===== src/shared/i2crs_defines.svh =====
// Purpose: offsets, field positions, reset values and timing counts
// Assumes: 8-bit registers on a 3-bit word index
// Notes:   definitions only
`ifndef I2CRS_DEFINES_SVH
`define I2CRS_DEFINES_SVH

// ----------------------------------------------------------------
// register offsets
// ----------------------------------------------------------------
`define I2CRS_OFS_CTRL   3'h0
`define I2CRS_OFS_RELOAD 3'h1
`define I2CRS_OFS_FLAG   3'h2
`define I2CRS_OFS_IEN    3'h3
`define I2CRS_OFS_STAT   3'h4

// ----------------------------------------------------------------
// field positions and reset values
// ----------------------------------------------------------------
`define I2CRS_BIT_RSREQ  0
`define I2CRS_BIT_DONE   0
`define I2CRS_BIT_COLL   3
`define I2CRS_RST_RELOAD 8'h09
`define I2CRS_RST_REG    8'h00
`define I2CRS_SYNC_LEN   3

`endif


===== src/shared/i2crs_pkg.sv =====
// Purpose: types shared by the repeated start collision block
// Assumes: one-hot sequencer state
// Notes:   numbers live in the defines header
package i2crs_pkg;

    // sequencer states, one-hot
    typedef enum logic [5:0] {
        I2CRS_IDLE     = 6'h01,
        I2CRS_WAIT_SDA = 6'h02,
        I2CRS_CNT_LOW  = 6'h04,
        I2CRS_WAIT_SCL = 6'h08,
        I2CRS_CNT_HIGH = 6'h10,
        I2CRS_CNT_HOLD = 6'h20
    } i2crs_state_t;

    typedef logic [7:0] i2crs_byte_t;

endpackage : i2crs_pkg


===== src/shared/i2crs_brg_if.sv =====
// Purpose: carrier between sequencer and bit-rate counter
// Assumes: both ends on core_clk
// Notes:   expired is a one-cycle pulse
`timescale 1ns/10ps
`default_nettype none
interface i2crs_brg_if;
    logic       load;
    logic       halt;
    logic [7:0] reload;
    logic       expired;
    logic       running;

    modport seq (output load, output halt, output reload,
                 input expired, input running);
    modport cnt (input load, input halt, input reload,
                 output expired, output running);
endinterface : i2crs_brg_if
`default_nettype wire


===== src/rtl/i2crs_brg.sv =====
// Purpose: down-counting bit-rate counter
// Assumes: reload value N gives an expiry N+1 cycles after load
// Notes:   halt wins over a running count, load wins over halt
`timescale 1ns/10ps
`default_nettype none
module i2crs_brg
    import i2crs_pkg::*;
(
    input  wire logic   core_clk,
    input  wire logic   rst,
    i2crs_brg_if.cnt    brg
);

    i2crs_byte_t cnt_q;
    logic        run_q;
    wire         at_zero;

    // expiry is combinational so the sequencer reacts the same cycle
    assign at_zero     = (cnt_q == 8'h00);
    assign brg.expired = run_q & at_zero;
    assign brg.running = run_q;

    // counter core
    always_ff @(posedge core_clk) begin
        if (rst) begin
            cnt_q <= 8'h00;
            run_q <= 1'b0;
        end else if (brg.load) begin
            cnt_q <= brg.reload;
            run_q <= 1'b1;
        end else if (brg.halt || at_zero) begin
            run_q <= 1'b0;
        end else if (run_q) begin
            cnt_q <= cnt_q - 8'h01;
        end
    end

endmodule : i2crs_brg
`default_nettype wire


===== src/rtl/i2crs_top.sv =====
// Purpose: repeated start generation with bus collision detection
// Assumes: open-drain pins, oe high while the line is pulled low
// Notes:   pins pass three flops; a change counts when 2nd and 3rd agree
//          lines stay pulled low after a finished repeated start
`timescale 1ns/10ps
`default_nettype none
`include "i2crs_defines.svh"
module i2crs_top
    import i2crs_pkg::*;
(
    input  wire logic       core_clk,
    input  wire logic       rst,
    input  wire logic [2:0] reg_addr,
    input  wire logic [7:0] reg_wdata,
    input  wire logic       reg_wr,
    input  wire logic       reg_rd,
    output logic      [7:0] reg_rdata,
    output logic            irq,
    input  wire logic       scl_in,
    output logic            scl_out,
    output logic            scl_oe,
    input  wire logic       sda_in,
    output logic            sda_out,
    output logic            sda_oe
);

    // ----------------------------------------------------------------
    // declarations
    // ----------------------------------------------------------------
    i2crs_state_t state_q;
    i2crs_state_t state_d;
    i2crs_byte_t  reload_q;
    i2crs_byte_t  flag_q;
    i2crs_byte_t  flag_d;
    i2crs_byte_t  ien_q;
    i2crs_byte_t  rdata_q;
    logic         scl_drv_q;
    logic         scl_drv_d;
    logic         sda_drv_q;
    logic         sda_drv_d;
    logic         scl_lvl_q;
    logic         sda_lvl_q;
    logic         scl_prev_q;
    logic [`I2CRS_SYNC_LEN-1:0] sync_q [2];
    wire  [1:0]   pin_raw;
    wire          scl_rise;
    wire          scl_fall;
    wire          start_req;
    wire          coll_case1;
    wire          coll_case2;
    wire          coll_any;
    wire          done_ev;
    wire          busy;
    wire          wr_flag;
    wire          wr_ien;
    wire          wr_reload;
    wire          wr_ctrl;
    wire [7:0]    rd_mux;
    wire [7:0]    stat_val;
    // decoded state and counter reload terms
    wire          st_idle;
    wire          st_wait_sda;
    wire          st_wait_scl;
    wire          st_cnt_high;
    wire          st_cnt_hold;
    wire          load_float;
    wire          load_high;
    wire          load_hold;

    i2crs_brg_if brg ();

    // ----------------------------------------------------------------
    // helpers
    // ----------------------------------------------------------------
    // register select, shared by write and read decode
    function automatic logic reg_sel(input logic [2:0] a,
                                     input logic [2:0] ofs);
        reg_sel = (a == ofs);
    endfunction : reg_sel

    // ----------------------------------------------------------------
    // pin synchronisers
    // ----------------------------------------------------------------
    assign pin_raw = {sda_in, scl_in};

    // three flops per pin; only stages two and three are looked at
    // reset to ones: an idle bus reads high, so no false edge follows
    generate
        for (genvar i = 0; i < 2; i++) begin : g_sync
            always_ff @(posedge core_clk) begin
                if (rst) begin
                    sync_q[i] <= {`I2CRS_SYNC_LEN{1'b1}};
                end else begin
                    sync_q[i] <= {sync_q[i][1:0], pin_raw[i]};
                end
            end
        end
    endgenerate

    // a new level is accepted once stages two and three agree
    always_ff @(posedge core_clk) begin
        if (rst) begin
            scl_lvl_q  <= 1'b1;
            sda_lvl_q  <= 1'b1;
            scl_prev_q <= 1'b1;
        end else begin
            if (sync_q[0][1] == sync_q[0][2]) begin
                scl_lvl_q <= sync_q[0][2];
            end
            if (sync_q[1][1] == sync_q[1][2]) begin
                sda_lvl_q <= sync_q[1][2];
            end
            scl_prev_q <= scl_lvl_q;
        end
    end

    // clock edges found on the filtered level
    assign scl_rise = scl_lvl_q & ~scl_prev_q;
    assign scl_fall = ~scl_lvl_q & scl_prev_q;

    // ----------------------------------------------------------------
    // state decode
    // ----------------------------------------------------------------
    // full compares on the one-hot codes tie each step to its enum name
    assign st_idle     = (state_q == I2CRS_IDLE);
    assign st_wait_sda = (state_q == I2CRS_WAIT_SDA);
    assign st_wait_scl = (state_q == I2CRS_WAIT_SCL);
    assign st_cnt_high = (state_q == I2CRS_CNT_HIGH);
    assign st_cnt_hold = (state_q == I2CRS_CNT_HOLD);

    // ----------------------------------------------------------------
    // register decode
    // ----------------------------------------------------------------
    assign wr_ctrl   = reg_wr & reg_sel(reg_addr, `I2CRS_OFS_CTRL);
    assign wr_reload = reg_wr & reg_sel(reg_addr, `I2CRS_OFS_RELOAD);
    assign wr_flag   = reg_wr & reg_sel(reg_addr, `I2CRS_OFS_FLAG);
    assign wr_ien    = reg_wr & reg_sel(reg_addr, `I2CRS_OFS_IEN);
    // a request while busy is dropped, never queued
    assign busy      = ~st_idle;
    assign start_req = wr_ctrl & reg_wdata[`I2CRS_BIT_RSREQ] & ~busy;
    // status mirrors the one-hot state so software can follow each step
    assign stat_val  = {2'b00, state_q};

    // read mux; unmapped offsets read zero
    assign rd_mux =
        reg_sel(reg_addr, `I2CRS_OFS_CTRL)   ? {7'h00, busy}  :
        reg_sel(reg_addr, `I2CRS_OFS_RELOAD) ? reload_q       :
        reg_sel(reg_addr, `I2CRS_OFS_FLAG)   ? flag_q         :
        reg_sel(reg_addr, `I2CRS_OFS_IEN)    ? ien_q          :
        reg_sel(reg_addr, `I2CRS_OFS_STAT)   ? stat_val       :
                                               8'h00;

    // zero outside the answer cycle keeps a shared read bus quiet
    // read data stand in the cycle after the strobe only
    always_ff @(posedge core_clk) begin
        if (rst) begin
            rdata_q <= 8'h00;
        end else begin
            rdata_q <= reg_rd ? rd_mux : 8'h00;
        end
    end
    assign reg_rdata = rdata_q;

    // software-owned registers
    always_ff @(posedge core_clk) begin
        if (rst) begin
            reload_q <= `I2CRS_RST_RELOAD;
            ien_q    <= `I2CRS_RST_REG;
        end else begin
            if (wr_reload) begin
                reload_q <= reg_wdata;
            end
            if (wr_ien) begin
                ien_q <= reg_wdata;
            end
        end
    end

    // ----------------------------------------------------------------
    // collision detection
    // ----------------------------------------------------------------
    // limitation: a pin change is seen three to four cycles late, so a
    // clock fall just before an expiry is judged after the step is taken
    // both cases end the same way: flag, release, idle
    // data low when clock is seen high after release
    assign coll_case1 = st_wait_scl & scl_rise & ~sda_lvl_q;
    // clock pulled low by another master before data is driven
    assign coll_case2 = st_cnt_high & scl_fall & ~sda_drv_q;
    assign coll_any   = coll_case1 | coll_case2;
    assign done_ev    = st_cnt_hold & brg.expired;

    // ----------------------------------------------------------------
    // interrupt flags
    // ----------------------------------------------------------------
    // the done flag lets software poll for the end without the pins
    // write one clears; a same-cycle event keeps its bit set
    always_comb begin
        flag_d = flag_q;
        if (wr_flag) begin
            flag_d = flag_q & ~reg_wdata;
        end
        if (coll_any) begin
            flag_d[`I2CRS_BIT_COLL] = 1'b1;
        end
        if (done_ev) begin
            flag_d[`I2CRS_BIT_DONE] = 1'b1;
        end
    end

    always_ff @(posedge core_clk) begin
        if (rst) begin
            flag_q <= `I2CRS_RST_REG;
        end else begin
            flag_q <= flag_d;
        end
    end

    // level interrupt while any unmasked flag is set
    assign irq = |(flag_q & ien_q);

    // ----------------------------------------------------------------
    // bit-rate counter
    // ----------------------------------------------------------------
    // the reload value is read at each load, so a write during a count
    // only takes effect at the next reload point
    assign brg.reload = reload_q;
    // load when data floats high, when clock reads high with data high,
    // and at the end of the high phase, whether or not another master
    // has already pulled data low; a collision in that same cycle blocks
    // the reload, since load would otherwise win over halt
    assign load_float = st_wait_sda & sda_lvl_q;
    assign load_high  = st_wait_scl & scl_rise & sda_lvl_q;
    assign load_hold  = st_cnt_high & brg.expired & ~coll_case2;
    assign brg.load   = load_float | load_high | load_hold;
    assign brg.halt   = coll_any;

    // counter in its own module keeps its expiry timing in one place
    i2crs_brg u_brg (
        .core_clk (core_clk),
        .rst      (rst),
        .brg      (brg)
    );

    // ----------------------------------------------------------------
    // sequencer
    // ----------------------------------------------------------------
    // next state and line drives; collision wins over every step
    always_comb begin
        state_d   = state_q;
        scl_drv_d = scl_drv_q;
        sda_drv_d = sda_drv_q;
        unique case (state_q)
            I2CRS_IDLE: begin
                if (start_req) begin
                    // hold clock low, let data float up
                    state_d   = I2CRS_WAIT_SDA;
                    scl_drv_d = 1'b1;
                    sda_drv_d = 1'b0;
                end
            end
            I2CRS_WAIT_SDA: begin
                // another master may still hold data low: wait, no flag
                if (sda_lvl_q) begin
                    state_d = I2CRS_CNT_LOW;
                end
            end
            I2CRS_CNT_LOW: begin
                // clock stays pulled low for the whole first count
                if (brg.expired) begin
                    state_d   = I2CRS_WAIT_SCL;
                    scl_drv_d = 1'b0;
                end
            end
            I2CRS_WAIT_SCL: begin
                // a slave stretching the clock just lengthens this wait
                if (scl_rise && sda_lvl_q) begin
                    state_d = I2CRS_CNT_HIGH;
                end
            end
            I2CRS_CNT_HIGH: begin
                // a data fall from another master alone is tolerated
                if (brg.expired && scl_lvl_q && sda_lvl_q) begin
                    state_d   = I2CRS_CNT_HOLD;
                    sda_drv_d = 1'b1;
                end else if (brg.expired) begin
                    // data pulled low by another start: same outcome
                    state_d   = I2CRS_CNT_HOLD;
                    sda_drv_d = 1'b1;
                end
            end
            I2CRS_CNT_HOLD: begin
                if (brg.expired) begin
                    // clock pulled low whatever it reads now
                    state_d   = I2CRS_IDLE;
                    scl_drv_d = 1'b1;
                end
            end
        endcase
        if (coll_any) begin
            state_d   = I2CRS_IDLE;
            scl_drv_d = 1'b0;
            sda_drv_d = 1'b0;
        end
    end

    // lines are held after a finished repeated start; only a new
    // request, which lets data go, or reset releases them, so the next stage of
    // the master finds the bus still in its hands
    always_ff @(posedge core_clk) begin
        if (rst) begin
            state_q   <= I2CRS_IDLE;
            scl_drv_q <= 1'b0;
            sda_drv_q <= 1'b0;
        end else begin
            state_q   <= state_d;
            scl_drv_q <= scl_drv_d;
            sda_drv_q <= sda_drv_d;
        end
    end

    // ----------------------------------------------------------------
    // pin drive
    // ----------------------------------------------------------------
    // drives come straight from flops, so no next-state glitch reaches a pin
    // open drain: only ever pull low, enable marks the pull
    assign scl_out = 1'b0;
    assign sda_out = 1'b0;
    assign scl_oe  = scl_drv_q;
    assign sda_oe  = sda_drv_q;

endmodule : i2crs_top
`default_nettype wire


===== config.mk =====
export PLATFORM = sky130hd
export DESIGN_NAME = i2crs_top
export DESIGN_NICKNAME = d
export VERILOG_FILES = /design/src/shared/i2crs_pkg.sv /design/src/shared/i2crs_brg_if.sv /design/src/rtl/i2crs_brg.sv /design/src/rtl/i2crs_top.sv
export VERILOG_INCLUDE_DIRS = /design/src /design/src/shared
export SDC_FILE = /design/constraint.sdc
export NUM_CORES = 1
export LEC_CHECK = 0
export BUFFER_PORTS_ARGS = -buffer_cell sky130_fd_sc_hd__buf_2
export CORE_ASPECT_RATIO = 2
export CORE_MARGIN = 5
export CORE_UTILIZATION = 40
export CTS_CLUSTER_DIAMETER = 80
export DETAILED_ROUTE_END_ITERATION = 8
export HOLD_SLACK_MARGIN = 0.08
export SYNTH_ARGS = -nofsm -noshare
export SYNTH_HDL_FRONTEND = slang
export SYNTH_SLANG_ARGS = --single-unit
export TNS_END_PERCENT = 10

===== constraint.sdc =====
create_clock -name core_clk -period 2.26 [get_ports core_clk]
set_input_delay 0.678 -clock core_clk [delete_from_list [all_inputs] [get_ports core_clk]]
set_output_delay 0.678 -clock core_clk [all_outputs]
set_load 0.005 [all_outputs]

* Word level (Yosys, flattened, before mapping)
Memory sizes are Yosys's and may differ from the RTL's. Index checks and enable logic that the tools add are counted.
Storage, ports and cells: bits of input ports 17, bits in registers 52, memories kept 1, logic and storage cells 122, bits in writable memories 6, bits in read-only memories 0, output and inout port bits 13, latch bits 0
Operators by class: multiply operators 0, mux-type cells 33, reduce and logical (&&, ||, !) cells 20, divide/modulo/power cells 0, magnitude comparators 0, $add $sub $neg 1, bitwise logic cells 33, equal/unequal tests 19, shift-type cells 0
Memory list:
- sync_q | words 2, width 3, read ports 2, clocked after memory_dff 0, write ports 2, line i2crs_top.sv:44 | logic [`I2CRS_SYNC_LEN-1:0] sync_q [2];
Operators by type and width (count):
- two-way mux 6 bit | 8
- two-way mux 8 bit | 6
- one-hot mux 6 bit (6 select lines) | 1
- AND 1 bit | 18
- AND 8 bit | 2
- two-way mux 1 bit | 13
- nonzero test 2 bit | 5
- zero test 8 bit | 1
- inequality test 2 bit, second input constant | 4
- inverter 8 bit | 1
- OR reduction 8 bit | 1
- subtractor 8 x 1 -> 8 bit, second input constant | 1
- inverter 1 bit | 7
- == test 3 x 2 -> 1 bit, second input constant | 2
- == test 6 x 1 -> 1 bit, second input constant | 1
- == test 6 x 2 -> 1 bit, second input constant | 1
- == test 6 x 3 -> 1 bit, second input constant | 1
- == test 6 x 4 -> 1 bit, second input constant | 1
- == test 6 x 5 -> 1 bit, second input constant | 1
- == test 6 bit, second input constant | 1
- two-way mux 3 bit | 2
- AND reduction 6 bit | 1
- OR 1 bit | 5
- two-way mux 4 bit | 1
- other kinds (16) | 21

* Longest topological paths before layout
depth after elaboration 9, depth in mapped cells 9

* By module
From an unflattened synthesis, not the netlist that was laid out.
Second synthesis, totals: cell total of the unflattened synthesis 322, area, all modules 2857.7 µm²
Modules (own cells, without submodules):
- i2crs_top | sequential area each 980.9 µm², cells an instance 261, instances 1, area each 2297.2 µm²
- i2crs_brg | sequential area each 180.2 µm², cells an instance 61, instances 1, area each 560.5 µm²

* Worst setup path after synthesis
Ideal clock, no wire load.
path kind input port to flip-flop, start point in reg_addr[0], end point reg scl_drv_q (netlist: scl_oe), data arrival time 2.052 ns, cell stages on the path 7, slack 0.091 ns, cell sequence clkbuf_1 -> nor3_1 -> nand3_1 -> a2bb2oi_1 -> o221a_2 -> nand4_1 -> nor3b_1
Between the ends: cells in the longest elaborated chain, start to end 6
Ends and longest elaborated chain:
- start, declared | line i2crs_top.sv:13 | input wire logic [2:0] reg_addr,
- zero test 3 bit | line i2crs_top.sv:78 | reg_sel = (a == ofs);
- AND 1 bit | line i2crs_top.sv:134 | assign wr_ctrl = reg_wr & reg_sel(reg_addr, `I2CRS_OFS_CTRL);
- AND 1 bit (2 in series) | line i2crs_top.sv:140 | assign start_req = wr_ctrl & reg_wdata[`I2CRS_BIT_RSREQ] & ~busy;
- inequality test 2 bit (no source line)
- AND reduction 4 bit (no source line)
- end signal, assigned | line i2crs_top.sv:316 | scl_drv_q <= scl_drv_d;
- end, declared | line i2crs_top.sv:37 | logic scl_drv_q;
No other way between the ends. A chain may end at the register's enable or synchronous reset.

* Final worst setup path
start point reg state_q[5], end point reg u_brg.cnt_q[2]
Between the ends: cells in the longest elaborated chain, start to end 8
Ends and longest elaborated chain:
- start, declared | line i2crs_top.sv:30 | i2crs_state_t state_q;
- start signal, assigned | line i2crs_top.sv:315 | state_q <= state_d;
- == test 6 x 5 -> 1 bit | line i2crs_top.sv:128 | assign st_cnt_high = (state_q == I2CRS_CNT_HIGH);
- AND 1 bit (2 in series) | line i2crs_top.sv:188 | assign coll_case2 = st_cnt_high & scl_fall & ~sda_drv_q;
- inverter 1 bit | line i2crs_top.sv:233 | assign load_hold = st_cnt_high & brg.expired & ~coll_case2;
- AND 1 bit | line i2crs_top.sv:233
- OR 1 bit | line i2crs_top.sv:234 | assign brg.load = load_float | load_high | load_hold;
- inequality test 2 bit (no source line) / nonzero test 2 bit (equally long branches)
- AND reduction 2 bit (no source line)
- end signal, assigned | line i2crs_brg.sv:29 | cnt_q <= brg.reload;
- end signal, assigned | line i2crs_brg.sv:34 | cnt_q <= cnt_q - 8'h01;
- end, declared | line i2crs_brg.sv:14 | i2crs_byte_t cnt_q;
Several ways; a longest one is shown, not always the timed one.

==> summary.txt <==
Drt
  • Vias post-DR: 2,321
  • TritonRoute pass-1 iters: 4
  • Antenna viol nets, final: 0
  • Drt wl/cell: 15.5 um
  • DRT iter0 DRCs: 107
  • Via-to-Cell Ratio: 5.20
  • Final WL: 6900 um
  • Drt drc: 0

Die
  • Die width: 67.0 um
  • Initial Utilization: 41.2%
  • Core Area: 6310 sq um
  • Die area: 8310 sq um
  • Die H: 124 um
  • Top-level I/O count: 30
  • Site Rows: 41

Placement
  • Number of port buffers: 27
  • Detailed Place HPWL: 5270 um
  • Routability cong.: 0.881
  • Dpl cell area: 2880 sq um

Global routing
  • Total congestion overflow: 0
  • Initial antenna violation count: 0
  • Largest net degree at the start of global routing: 28
  • GRT Util Overall: 18.5%
  • Met3 Usage GRT: 4.69%
  • Vias in the first global route: 2,301
  • Met1 usage: 18.1%
  • Met2 usage: 33.7%
  • Global-route wire length before repair: 11,100 um
  • GRT Max-Usage Layer: met2

Layout
  • Most common cell after layout, fill and taps aside: dfxtp_1
  • Commonest non-fill, non-tap cells in the layout: dfxtp_1, nand2_1, a21oi_1, nor2_1, buf_2
  • Share of layout cells above drive strength 1: 20.8%
  • Synth-to-layout area growth: 22.6%
  • Layout fillers: 628
  • Post-route cell area: 3190 sq um
  • # diodes: 0
  • Final Net Count: 373

Setup path
  • CP Max Fanout: 9
  • Worst Path Required: 2.46 ns
  • Worst reg2reg endpoint: u_brg.cnt_q[2]$_SDFFE_PP0P_
  • Crit path launch type: register
  • Worst Path Arrival: 2.26 ns
  • Flop-to-flop setup slack: 0.20 ns
  • WS Path Type: reg2reg
  • Critical path's slowest cell: o41a_1
  • CP Cell Sequence: nor4_4 > nand3b_2 > o41a_1 > buf_4 > nand4_1 > xor2_1 > a211oi_1
  • CP max stage delay: 0.50 ns
  • Worst reg2reg path startpoint: state_q[5]$_SDFFE_PP0P_
  • Cell count of the worst reg-to-reg path: 7
  • Crit path capture type: register

Yosys
  • Synth warn: 0
  • Top cell type's share of synthesized area: 44.7%
  • Syn Std Cell Area: 2600 sq um
  • Netlist cell types: 43
  • Register area share after synthesis: 44.7%
  • Top_reg_cell synth: dfxtp_1
  • Synth area leader: dfxtp_1
  • Number of synthesized flops with an enable pin: 0
  • Avg Inst Size Synth: 8.22 sq um
  • Async SR Flop Fraction: 0%
  • #FFs+latches synth: 58
  • Post-Synthesis Cells: 316
  • Top cells by area, synth: dfxtp_1, a21oi_1, nand2_1, nor2_1, and3_1

Clock tree
  • Total number of H-tree levels: 3
  • Num CTS Buffers: 9
  • Hold Buf Count CTS: 0
  • CTS Sinks: 58
  • # resized after CTS: 0
  • CTS tree: yes
  • Skew-Pair Late Insertion Delay: 0.33 ns
  • Clock buffer depth: 2
  • CTS Root Cell: clkbuf_16
  • Setup Buffers After CTS: 0
  • CTS clk-pin slew, worst paths: 0.05 ns

STA
  • Final period util: 91.0%
  • Slew @ Worst Pin: 0.515 ns
  • Final Skew: 0.00426 ns
  • Slew Limit Fails: 0
  • Setup TNS: 0 ns
  • Maximum clock frequency: 486 MHz
  • Unrepaired setup endpoints after global routing: no
  • Final setup violation count: 0
  • Fin. Hold Viols: 0
  • Slew margin rel.: 65.4%
  • Final min period: 2.06 ns

Worst hold path
  • Hold path startpoint: sync_q[0][0]$_SDFF_PP1_
  • Hold Crit Class: reg2reg
  • Hold Path End: sync_q[0][1]$_SDFF_PP1_
  • WHS Path Cells: 1

Pwr
  • PD cells: 897 nW/um^2
  • Worst-case vdd ir drop: 0.592 mV
  • Standby leakage power: 1.27 nW

Run status
  • Status: finished clean

Job
  • Max cap viols: 0
==> per-layer routing <==
layer  vias to the layer above  share of wire (%)  wire [um]
li1                       1188                  -          -
met1                      1062                 38       2590
met2                        52                 55       3790
met3                        19                3.8        261
met4                         0                3.8        260
met5                         -                  0          0
==> critical path: cells and delay by family, from the launching register on <==
| family | cells | cell delay (ns) |
|---|---|---|
| buffers and inverters | 1 | 0.24 |
| AND/OR/NAND/NOR | 3 | 0.58 |
| XOR/XNOR | 1 | 0.17 |
| flip-flops | 1 | 0.35 |
| AO/OA/AOI/OAI | 2 | 0.59 |
==> layout make-up <==
type / instances / area [sq um] / area share, %
multi-input combinational: 236 / 1330 / 41.7
inverter: 6 / 22.5 / 0.707
sequential: 58 / 1160 / 36.4
clock buffer: 15 / 298 / 9.34
timing repair buffer: 44 / 263 / 8.24
clock inverter: 1 / 5.00 / 0.157
tap: 86 / 108 / 3.38
==> cell usage after synthesis (2+ instances only) <==
master    count
nand3b_1      3
dfxtp_1      58
o221a_2       2
and4b_1       2
nand2b_1      9
o21ai_0      12
and3_1       10
nor4_1        3
nand2_1      48
a211oi_1      8
nor2_1       27
clkbuf_1     10
xor2_1        5
nor4b_2       2
inv_1         6
nand4_1       9
o21bai_1      2
buf_2         2
buf_4         2
nor3b_1       2
nor3_1        6
xnor2_1       2
nand3_1       8
or2_2         7
a22oi_1       4
mux2i_1       2
nor2b_1       2
a21oi_1      47
buf_6         2
==> worst max-delay path by stage <==
| stage | slack (ns) | cells after the start | startpoint | endpoint |
|---|---|---|---|---|
| 6_report | 0.20 | 7 | state_q[5]$_SDFFE_PP0P_ | u_brg.cnt_q[2]$_SDFFE_PP0P_ |
| 5_1_grt | 0.05 | 8 | u_brg.cnt_q[0]$_SDFFE_PP0P_ | u_brg.cnt_q[1]$_SDFFE_PP0P_ |
| 4_1_cts | 0.20 | 7 | state_q[5]$_SDFFE_PP0P_ | u_brg.cnt_q[2]$_SDFFE_PP0P_ |
| 3_5_place_dp | 0.16 | 7 | reg_addr[2] | scl_oe$_SDFFE_PP0P_ |
| 3_3_place_gp | 0.16 | 7 | reg_addr[1] | scl_oe$_SDFFE_PP0P_ |
| 2_1_floorplan | 0.09 | 7 | reg_addr[0] | scl_oe$_SDFFE_PP0P_ |
==> flip-flops by register name (all words and copies together) (netlist names), 6 cells and up <==
register,count
brg.reload,8
flag_q,8
ien_q,8
reg_rdata,8
u_brg.cnt_q,8
state_q,6
sync_q,6
==> logic make-up (layout without fill, tap and decap cells) <==
kind of cell               after synthesis  count (layout)  share of synthesized area (%)
and+or+nand+nor                        142             142                           28.5
other                                    1               2                          0.144
xor gates and xnor gates                 7               7                           2.36
DFF                                     58              58                           44.7
adders and majority gates                1               1                          0.481
buffers and inverters                   23              66                           4.28
muxes                                    3               3                           1.20
AOI/OAI and AO/OA                       81              81                           18.4
==> through the flow <==
step / instances / total power (W) / util [%] / worst slack (ns) / hold slack [ns]
3_3_place_gp: 430 / 0.00154 / 45.7 / 0.165 / 0.397
5_1_grt: 446 / 0.00297 / 50.5 / 0.0473 / 0.427
2_1_floorplan: 317 / 0.00140 / - / 0.0909 / 0.389
3_5_place_dp: 430 / 0.00154 / 45.7 / 0.165 / 0.396
4_1_cts: 446 / 0.00288 / 50.5 / 0.203 / 0.407
6_report: 446 / 0.00286 / 50.5 / 0.203 / 0.405
==> power by group <==
part	internal, W	switching (W)	leakage (nW)
logic	0.000175	0.000229	0.648
clock network	0.000888	0.000450	0.152
registers	0.00107	0.0000419	0.470
total	0.00214	0.000721	1.27
(Power assumes the default switching activity.)
